`config.mk`:
```
export PLATFORM = sky130hd
export DESIGN_NAME = dio_channels
export DESIGN_NICKNAME = d
export VERILOG_FILES = /design/src/design/dio_pkg.sv /design/src/design/dio_channels.sv
export SDC_FILE = /design/constraint.sdc
export NUM_CORES = 2
export LEC_CHECK = 0
export BUFFER_PORTS_ARGS = -buffer_cell sky130_fd_sc_hd__buf_2
export CELL_PAD_IN_SITES_DETAIL_PLACEMENT = 0
export CELL_PAD_IN_SITES_GLOBAL_PLACEMENT = 1
export CORE_AREA = 4 4 356 358
export DETAILED_ROUTE_END_ITERATION = 7
export DIE_AREA = 0 0 360 362
export PLACE_DENSITY_LB_ADDON = 0.1
export SKIP_CTS_REPAIR_TIMING = 1
export SLEW_MARGIN = 25
export SYNTH_ARGS = -nofsm -noshare
export SYNTH_HDL_FRONTEND = slang
export SYNTH_SLANG_ARGS = --single-unit
```
`constraint.sdc`:
```
create_clock -name clock -period 10.85 [get_ports clock]
set_input_delay 0.5425 -clock clock [delete_from_list [all_inputs] [get_ports clock]]
set_output_delay 0.5425 -clock clock [all_outputs]
set_load 0.05 [all_outputs]
```
`src/design/dio_pkg.sv`:
```
package dio_pkg;

    // ----------------------------------------------------------------
    // channel counts and widths
    // ----------------------------------------------------------------
    localparam int NUM_IN   = 6;            // input channels
    localparam int NUM_OUT  = 6;            // output channels
    localparam int CNT_W    = 32;           // pulse counter width
    localparam int TIME_W   = 16;           // width of every time setting

    // ----------------------------------------------------------------
    // timebase
    // ----------------------------------------------------------------
    localparam int CLK_PERIOD_NS = 100;     // 10 MHz system clock
    localparam int TICK_NS       = 100000;  // fine tick, 0.1 ms
    localparam int TICK_CYC      = TICK_NS / CLK_PERIOD_NS;
    localparam int MS_NS         = 1000000; // coarse tick, 1 ms
    localparam int MS_TICKS      = MS_NS / TICK_NS;
    localparam int GATE_MS       = 1000;    // frequency gate, 1 s

    localparam logic [15:0] TICK_LAST  = 16'(TICK_CYC - 1);
    localparam logic [3:0]  MS_LAST    = 4'(MS_TICKS - 1);
    localparam logic [15:0] GATE_LAST  = 16'(GATE_MS - 1);

    // ----------------------------------------------------------------
    // reset values
    // ----------------------------------------------------------------
    localparam logic [CNT_W-1:0]  CNT_RST  = 32'h0000_0000;
    localparam logic [TIME_W-1:0] TIME_RST = 16'h0000;

    // ----------------------------------------------------------------
    // input channel modes
    // ----------------------------------------------------------------
    localparam logic [2:0] IN_PLAIN   = 3'h0;   // plain level
    localparam logic [2:0] IN_COUNT   = 3'h1;   // pulse counter
    localparam logic [2:0] IN_LATCH_R = 3'h2;   // rising-edge latch
    localparam logic [2:0] IN_LATCH_F = 3'h3;   // falling-edge latch
    localparam logic [2:0] IN_FREQ    = 3'h4;   // frequency

    // ----------------------------------------------------------------
    // output channel modes
    // ----------------------------------------------------------------
    localparam logic [1:0] OUT_PLAIN  = 2'h0;   // follows command
    localparam logic [1:0] OUT_PULSE  = 2'h1;   // pulse generator
    localparam logic [1:0] OUT_DLY_ON = 2'h2;   // delayed turn-on
    localparam logic [1:0] OUT_DLY_OF = 2'h3;   // delayed turn-off

endpackage

```
`src/design/dio_channels.sv`:
```
`timescale 1ns/1ps

// Functional notes
// - host idle timeout drives outputs to fail-safe
// - fail-safe enabled channels forced high on timeout
// - peer idle timeout reports safety value
// - inversion complements level in plain/counter/latch
// - filter rejects pulses shorter than minimum widths
// - counter counts pulses while run bit set
// - clear command zeroes count register
// - retain option restores count after power-up
// - rising edge sets latch until cleared
// - falling edge sets latch until cleared
// - frequency mode measures input frequency
// - five input modes selectable
// - four output modes selectable
// - plain output follows host, readable back
// - pulse phases follow low/high widths
// - continuous or burst, start/stop controlled
// - burst stops after programmed pulse total
// - delayed turn-on delays rising change
// - delayed turn-off delays falling change
module dio_channels (
    input  wire logic                             clock,
    input  wire logic                             rst_n,
    // input channels
    input  wire logic [dio_pkg::NUM_IN-1:0]       in_pin,
    input  wire logic [dio_pkg::NUM_IN-1:0][2:0]  in_mode,
    input  wire logic [dio_pkg::NUM_IN-1:0]       in_invert,
    input  wire logic [dio_pkg::NUM_IN-1:0]       filt_en,
    input  wire logic [dio_pkg::TIME_W-1:0]       filt_low_ms,
    input  wire logic [dio_pkg::TIME_W-1:0]       filt_high_ms,
    input  wire logic [dio_pkg::NUM_IN-1:0]       cnt_run,
    input  wire logic [dio_pkg::NUM_IN-1:0]       cnt_clear,
    input  wire logic [dio_pkg::NUM_IN-1:0]       cnt_retain,
    input  wire logic [dio_pkg::NUM_IN-1:0][31:0] cnt_saved,
    input  wire logic [dio_pkg::NUM_IN-1:0]       latch_clear,
    output logic      [dio_pkg::NUM_IN-1:0]       in_level,
    output logic      [dio_pkg::NUM_IN-1:0][31:0] cnt_value,
    output logic      [dio_pkg::NUM_IN-1:0]       latch_status,
    output logic      [dio_pkg::NUM_IN-1:0][15:0] freq_hz,
    // output channels
    input  wire logic [dio_pkg::NUM_OUT-1:0][1:0] out_mode,
    input  wire logic [dio_pkg::NUM_OUT-1:0]      out_cmd,
    input  wire logic [dio_pkg::NUM_OUT-1:0]      fail_safe_value,
    input  wire logic [dio_pkg::TIME_W-1:0]       pulse_low_w,
    input  wire logic [dio_pkg::TIME_W-1:0]       pulse_high_w,
    input  wire logic                             pulse_cont,
    input  wire logic [dio_pkg::TIME_W-1:0]       pulse_total,
    input  wire logic [dio_pkg::NUM_OUT-1:0]      pulse_start,
    input  wire logic [dio_pkg::NUM_OUT-1:0]      pulse_stop,
    input  wire logic [dio_pkg::TIME_W-1:0]       delay_time,
    output logic      [dio_pkg::NUM_OUT-1:0]      out_pin,
    output logic      [dio_pkg::NUM_OUT-1:0]      out_readback,
    output logic      [dio_pkg::NUM_OUT-1:0]      pulse_busy,
    // watchdogs
    input  wire logic                             host_pkt,
    input  wire logic [dio_pkg::TIME_W-1:0]       host_idle_ms,
    input  wire logic                             peer_wd_en,
    input  wire logic                             peer_pkt,
    input  wire logic [dio_pkg::TIME_W-1:0]       peer_idle_ms,
    output logic                                  comm_idle_trip,
    output logic                                  peer_safety_send,
    output logic      [dio_pkg::NUM_OUT-1:0]      peer_safety_value
);

    localparam int NI = dio_pkg::NUM_IN;
    localparam int NO = dio_pkg::NUM_OUT;

    // ----------------------------------------------------------------
    // state
    // ----------------------------------------------------------------
    typedef struct packed {
        logic [15:0]         pre;      // cycles within fine tick
        logic [3:0]          msc;      // fine ticks within a ms
        logic                tick;     // fine tick strobe
        logic                ms;       // ms strobe
        logic                booted;   // power-up restore done
        logic [NI-1:0]       filt;     // filtered raw level
        logic [NI-1:0][15:0] fcnt;     // filter width counter
        logic [NI-1:0]       lvl;      // level after inversion
        logic [NI-1:0]       prev;     // previous filtered level
        logic [NI-1:0][31:0] cnt;      // pulse counts
        logic [NI-1:0]       latch;    // latch flags
        logic [15:0]         gate;     // frequency gate ms
        logic [NI-1:0][15:0] edges;    // edges within gate
        logic [NI-1:0][15:0] freq;     // last frequency result
        logic [NO-1:0]       out;      // output pins
        logic [NO-1:0]       run;      // pulse generator active
        logic [NO-1:0]       phase;    // 1 = high phase
        logic [NO-1:0][15:0] pcnt;     // phase tick counter
        logic [NO-1:0][15:0] pdone;    // pulses emitted
        logic [NO-1:0][15:0] dcnt;     // delay tick counter
        logic [NO-1:0]       base;     // output before fail-safe
        logic [15:0]         hidle;    // host idle ms
        logic                htrip;    // host watchdog tripped
        logic [15:0]         pidle;    // peer idle ms
        logic                ptrip;    // peer watchdog tripped
        logic                psend;    // safety report strobe
        logic [NO-1:0]       pval;     // registered report value
    } dio_state_s;

    dio_state_s st_q;   // registered state
    dio_state_s st_d;   // next state

    // ----------------------------------------------------------------
    // next-state logic
    // ----------------------------------------------------------------
    always_comb begin
        logic          raw;
        logic [15:0]   need;
        logic          rise;
        logic          fall;
        logic [15:0]   hw;
        logic [15:0]   lw;
        logic          want;
        logic          slow;
        raw  = 1'b0;
        need = 16'h0000;
        rise = 1'b0;
        fall = 1'b0;
        hw   = 16'h0000;
        lw   = 16'h0000;
        want = 1'b0;
        slow = 1'b0;
        st_d = st_q;

        // timebase: 0.1 ms tick and 1 ms tick from the clock
        st_d.tick = 1'b0;
        st_d.ms   = 1'b0;
        if (st_q.pre == dio_pkg::TICK_LAST) begin
            st_d.pre  = 16'h0000;
            st_d.tick = 1'b1;
            if (st_q.msc == dio_pkg::MS_LAST) begin
                st_d.msc = 4'h0;
                st_d.ms  = 1'b1;
            end else begin
                st_d.msc = st_q.msc + 4'h1;
            end
        end else begin
            st_d.pre = st_q.pre + 16'h0001;
        end

        // frequency gate: one second window
        if (st_q.ms) begin
            st_d.gate = (st_q.gate == dio_pkg::GATE_LAST) ? 16'h0000 : st_q.gate + 16'h0001;
        end

        // ------------------------------------------------------------
        // input channels
        // ------------------------------------------------------------
        for (int i = 0; i < NI; i++) begin
            raw = in_pin[i];
            // width filter in ms
            if (!filt_en[i] || raw == st_q.filt[i]) begin
                st_d.filt[i] = raw;
                st_d.fcnt[i] = 16'h0000;
            end else begin
                need = raw ? filt_high_ms : filt_low_ms;
                if (st_q.fcnt[i] >= need) begin
                    st_d.filt[i] = raw;
                    st_d.fcnt[i] = 16'h0000;
                end else if (st_q.ms) begin
                    st_d.fcnt[i] = st_q.fcnt[i] + 16'h0001;
                end
            end
            st_d.prev[i] = st_q.filt[i];
            // inversion applies except in frequency mode
            st_d.lvl[i] = st_q.filt[i] ^ (in_invert[i] && in_mode[i] != dio_pkg::IN_FREQ);
            rise = st_d.lvl[i] && !st_q.lvl[i];
            fall = !st_d.lvl[i] && st_q.lvl[i];

            // mode select
            case (in_mode[i])
                dio_pkg::IN_COUNT: begin
                    if (rise && cnt_run[i]) begin
                        st_d.cnt[i] = st_q.cnt[i] + 32'h0000_0001;
                    end
                end
                dio_pkg::IN_LATCH_R: begin
                    if (rise) begin
                        st_d.latch[i] = 1'b1;
                    end
                end
                dio_pkg::IN_LATCH_F: begin
                    if (fall) begin
                        st_d.latch[i] = 1'b1;
                    end
                end
                dio_pkg::IN_FREQ: begin
                    if (st_q.filt[i] && !st_q.prev[i]) begin
                        st_d.edges[i] = st_q.edges[i] + 16'h0001;
                    end
                end
                default: begin
                    // plain input: level only
                end
            endcase
            // gate end publishes rising edges per second
            if (st_q.ms && st_q.gate == dio_pkg::GATE_LAST) begin
                st_d.freq[i]  = st_q.edges[i];
                st_d.edges[i] = 16'h0000;
            end
            if (in_mode[i] != dio_pkg::IN_FREQ) begin
                st_d.edges[i] = 16'h0000;
            end
            // clears beat a same-cycle event
            if (cnt_clear[i]) begin
                st_d.cnt[i] = dio_pkg::CNT_RST;
            end
            if (latch_clear[i]) begin
                st_d.latch[i] = 1'b0;
            end
            // first cycle after reset: restore retained count
            if (!st_q.booted) begin
                st_d.cnt[i] = cnt_retain[i] ? cnt_saved[i] : dio_pkg::CNT_RST;
            end
        end
        st_d.booted = 1'b1;

        // ------------------------------------------------------------
        // output channels
        // ------------------------------------------------------------
        // zero widths act as one tick
        hw = (pulse_high_w == 16'h0000) ? 16'h0001 : pulse_high_w;
        lw = (pulse_low_w  == 16'h0000) ? 16'h0001 : pulse_low_w;
        for (int j = 0; j < NO; j++) begin
            // mode select
            case (out_mode[j])
                dio_pkg::OUT_PULSE: begin
                    st_d.dcnt[j] = 16'h0000;
                    if (pulse_stop[j]) begin
                        st_d.run[j]  = 1'b0;
                        st_d.base[j] = 1'b0;
                    end else if (pulse_start[j] && !st_q.run[j]) begin
                        st_d.run[j]   = 1'b1;
                        st_d.phase[j] = 1'b1;
                        st_d.base[j]  = 1'b1;
                        st_d.pcnt[j]  = 16'h0000;
                        st_d.pdone[j] = 16'h0000;
                    end else if (st_q.run[j] && st_q.tick) begin
                        if (st_q.phase[j] && st_q.pcnt[j] + 16'h0001 >= hw) begin
                            st_d.phase[j] = 1'b0;
                            st_d.base[j]  = 1'b0;
                            st_d.pcnt[j]  = 16'h0000;
                        end else if (!st_q.phase[j] && st_q.pcnt[j] + 16'h0001 >= lw) begin
                            st_d.pcnt[j]  = 16'h0000;
                            st_d.pdone[j] = st_q.pdone[j] + 16'h0001;
                            if (!pulse_cont && st_q.pdone[j] + 16'h0001 >= pulse_total) begin
                                st_d.run[j] = 1'b0;
                            end else begin
                                st_d.phase[j] = 1'b1;
                                st_d.base[j]  = 1'b1;
                            end
                        end else begin
                            st_d.pcnt[j] = st_q.pcnt[j] + 16'h0001;
                        end
                    end
                end
                dio_pkg::OUT_DLY_ON, dio_pkg::OUT_DLY_OF: begin
                    st_d.run[j] = 1'b0;
                    want = out_cmd[j];
                    slow = (out_mode[j] == dio_pkg::OUT_DLY_ON) ? want : !want;
                    if (want == st_q.base[j]) begin
                        st_d.dcnt[j] = 16'h0000;
                    end else if (!slow) begin
                        st_d.base[j] = want;                        // undelayed direction
                        st_d.dcnt[j] = 16'h0000;
                    end else if (st_q.dcnt[j] >= delay_time) begin
                        st_d.base[j] = want;
                        st_d.dcnt[j] = 16'h0000;
                    end else if (st_q.tick) begin
                        st_d.dcnt[j] = st_q.dcnt[j] + 16'h0001;
                    end
                end
                default: begin
                    st_d.run[j]  = 1'b0;
                    st_d.dcnt[j] = 16'h0000;
                    st_d.base[j] = out_cmd[j];
                end
            endcase
        end

        // ------------------------------------------------------------
        // communication watchdogs
        // ------------------------------------------------------------
        if (host_pkt) begin
            st_d.hidle = 16'h0000;
            st_d.htrip = 1'b0;
        // a full idle period must pass first
        end else if (host_idle_ms != 16'h0000 && st_q.hidle > host_idle_ms) begin
            st_d.htrip = 1'b1;
        end else if (st_q.ms) begin
            st_d.hidle = st_q.hidle + 16'h0001;
        end
        // fail-safe channels forced high while tripped
        st_d.out = st_d.htrip ? (st_d.base | fail_safe_value) : st_d.base;


        // peer report value held in a flop
        st_d.pval  = fail_safe_value;
        st_d.psend = 1'b0;
        if (!peer_wd_en || peer_pkt) begin
            st_d.pidle = 16'h0000;
            st_d.ptrip = 1'b0;
        // a full idle period must pass first
        end else if (peer_idle_ms != 16'h0000 && st_q.pidle > peer_idle_ms) begin
            st_d.ptrip = 1'b1;
            st_d.psend = !st_q.ptrip;
        end else if (st_q.ms) begin
            st_d.pidle = st_q.pidle + 16'h0001;
        end
    end

    // ----------------------------------------------------------------
    // state register
    // ----------------------------------------------------------------
    always_ff @(posedge clock) begin
        if (!rst_n) begin
            st_q <= '0;
        end else begin
            st_q <= st_d;
        end
    end

    // ----------------------------------------------------------------
    // outputs, all straight from state flops
    // ----------------------------------------------------------------
    assign in_level          = st_q.lvl;
    assign cnt_value         = st_q.cnt;
    assign latch_status      = st_q.latch;
    assign freq_hz           = st_q.freq;
    assign out_pin           = st_q.out;
    assign out_readback      = st_q.out;
    assign pulse_busy        = st_q.run;
    assign comm_idle_trip    = st_q.htrip;
    assign peer_safety_send  = st_q.psend;
    // report value from its own flop
    assign peer_safety_value = st_q.pval;

endmodule

```
==> run_results.csv <==
group,metric,value,unit
worst_setup_path,cp.arrival,5.25,ns
place,port_buffers,747,
timing,timing.fmax,0.216,GHz
timing,relSlewSlack,29.5,%
cells_and_area,instances_no_fill,9470,
detailed_routing,route.detailed.drc,0,
power,p_leak,27.8,nW
grt,grt-ovfl-total,0,
synthesis,ys_ff_latch,896,
place,dp_cells,9237,
worst_setup_path,path_cells,"ha_1 -> nand3_1 -> nor2_1 -> and3_1 -> nand3_1 -> xnor2_1 -> ha_1 -> and4_1 -> nand4_1 -> or3_1 -> o21ai_1 -> and2_0 -> o21ai_0 -> o31ai_1",
run,maxCapViolCount,0,
grt,grt_max_degree,165,
synthesis,synthArstFlopShare,0,%
grt,track_usage,28.7,%
detailed_routing,vias,55600,
timing,fin_crit_sh,42.7,%
worst_setup_path,worstSetupEndpointType,"flip-flop",
timing,tightest_slew,1.06,ns
grt,grt_first_pass_wirelength,301,mm
worst_setup_path,cp_max_fo,14,
clocking,tritoncts,"yes",
synthesis,synth-seq-area-share,30.3,%
run_status,status,"complete, no violations",
place,place.gp.congestion,0.960,
synthesis,synth_warnings,0,
worst_setup_path,start_kind,"flip-flop",
cells_and_area,final_nets,8684,
grt,grt_pass1_vias,51100,
synthesis,synth_edf_count,0,
grt,antenna_found_initial,53,
synthesis,syn_area,59100,um2
floorplan,die_x,360,um
clocking,clk_latency,0.71,ns
floorplan,num_rows,129,
detailed_routing,wl_per_cell,21.0,um
floorplan,die_y,362,um
detailed_routing,routed_wl,199,mm
timing,slew_violations,0,
floorplan,design.core.area,123000,um2
cells_and_area,syn2layout_area_growth,10.8,%
worst_setup_path,critPathMaxStageDelay,0.71,ns
synthesis,synth_cells,7441,
floorplan,fp.dieArea,130000,um2
timing,rsz0062_at_grt,"false",
timing,period_minus_slack,4.63,ns
worst_setup_path,critical_path_class,"flip-flop to flip-flop",
timing,hold_violations,0,
floorplan,pin_count,748,
detailed_routing,antenna_left,0,
detailed_routing,drt_iter0_markers,4674,
hold_path,hold_class,"input port to flip-flop",
detailed_routing,drt_pass1_iterations,6,
cells_and_area,layout-drive-gt1-share,13.6,%
synthesis,synth.distinct_cells,97,
detailed_routing,viasPerCell,5.87,
clocking,cts_buffer_depth,3,
worst_setup_path,critical_path_required,11.47,ns
cells_and_area,utilization,53.1,%
timing,tns,0,ns
synthesis,syn_area_per_cell,7.95,um2
place,hpwl,148,mm
power,p_per_area,120,nW/um2
clocking,clkTransAtPathRegs,0.06,ns
cells_and_area,nFillCells,12200,
synthesis,synth_nets,8410,
clocking,root_buffer,"clkbuf_16",
clocking,cts-buffers-inserted,108,
synthesis,synthFlopType,"dfxtp_1",
clocking,numClockSinks,896,
timing,setup_viol,0,
power,ir_drop,0.132,mV
floorplan,initial_core_util,47.9,%
worst_setup_path,critPathSlowestCell,"and2_0",
clocking,cts_max_level,3,
timing,finClkSkew,0.0266,ns
## cells in the final DEF (no fill, tap or decap), types with 121 or more instances in the layout
master and instances:
dfxtp_1 894, nand2_1 843, buf_2 746, a21oi_1 723
nor2_1 625, ha_1 547, o21ai_0 352, xor2_1 278
nand3_1 272, nor3_1 212, inv_1 204, nand4_1 196
xnor2_1 188, and3_1 157, mux2i_1 121
## final timing paths
kind                          endpoint  slack (ns)          startpoint  cells after the start
setup / recovery             st_q[158]        6.22           st_q[239]                     14
hold / removal    peer_safety_value[1]        0.06  fail_safe_value[1]                      2
setup reg to reg             st_q[158]        6.22           st_q[239]                     14
hold reg to reg       peer_safety_send        0.43             st_q[7]                      1
## per-stage QoR
step	power, mW	setup slack (ns)	hold slack [ns]	instance area [um2]
after floorplan	3.91	7.13	0.399	59100
after global placement	4.19	6.40	0.418	61700
after detailed placement	4.21	6.28	0.419	61800
after CTS	7.95	6.26	-0.0628	65400
after global routing	8.16	5.84	0.0526	65500
final	7.88	6.22	0.0599	65500
## report_power, final
part           internal, mW  total (mW)  switching (mW)  leakage, nW
combinational         0.247       0.786           0.539         18.8
sequential             3.32        3.36          0.0418         7.23
clock                  2.19        3.73            1.55         1.75
## flip-flops by register name, summed over array words and instances (netlist names)
| signal | flops |
|---|---|
| peer_safety_value | 6 |
| peer_safety_send | 1 |
| st_q | 570 |
| out_pin | 6 |
| st_d | 6 |
| in_level | 6 |
| latch_status | 6 |
| comm_idle_trip | 1 |
| cnt_value | 192 |
| freq_hz | 96 |
| pulse_busy | 6 |
## cells by family after synthesis
kind of cell,after synthesis,share of synthesized area (%)
flops,896,30.3
buf+inv,840,7.47
mux,127,2.16
compound gates,1751,18.2
xor+xnor,466,6.90
fa+ha+maj,550,11.6
simple gates,2811,23.3
## layout make-up
cell class                 instances  area (um2)  area share, %
clock buffer                     161        3130           4.78
inverter                         205         777           1.19
timing repair buffer             799        4210           6.42
tap                             1637        2050           3.13
antenna                           31        77.6          0.118
clock inverter                    36         469          0.716
sequential                       896       17900           27.4
multi-input combinational       5705       36900           56.3
## per-layer routing
layer | up-vias | GRT usage, % | share of wire, %
met5 | - | 0 | 0.061
met3 | 389 | 4.93 | 7.2
met2 | 1857 | 45.0 | 44
met1 | 26300 | 39.5 | 45
met4 | 20 | 11.3 | 4.0
li1 | 27100 | - | -
## synthesized netlist by cell type, types with 45 or more instances
library cell | number | area share (%)
and2_1 | 75 | 0.79
a21oi_1 | 724 | 6.1
nand2_1 | 844 | 5.4
a211oi_1 | 55 | 0.70
or3_1 | 71 | 0.75
a31oi_1 | 101 | 1.1
xnor2_1 | 188 | 2.8
and3_1 | 158 | 1.7
and4_1 | 58 | 0.86
buf_4 | 324 | 4.1
nand3_1 | 273 | 2.3
nand2b_1 | 71 | 0.75
nand4_1 | 196 | 2.1
nor2b_1 | 48 | 0.51
o21ai_0 | 355 | 3.0
a21o_1 | 89 | 1.1
dfxtp_1 | 896 | 30
xor2_1 | 278 | 4.1
nor2_1 | 628 | 4.0
ha_1 | 547 | 12
inv_1 | 205 | 1.3
mux2i_1 | 121 | 2.0
a22o_1 | 45 | 0.67
nor3_1 | 213 | 1.8
clkbuf_1 | 256 | 1.6
## critical path: cells and delay by family (launching register included)
kind | cells | cell delay, ns
xor gates and xnor gates | 1 | 0.32
adders and majority gates | 2 | 0.42
and+or+nand+nor | 8 | 2.24
AOI/OAI and AO/OA | 3 | 1.10
DFF | 1 | 0.46
Note: power is estimated with default switching activity, not from simulation.
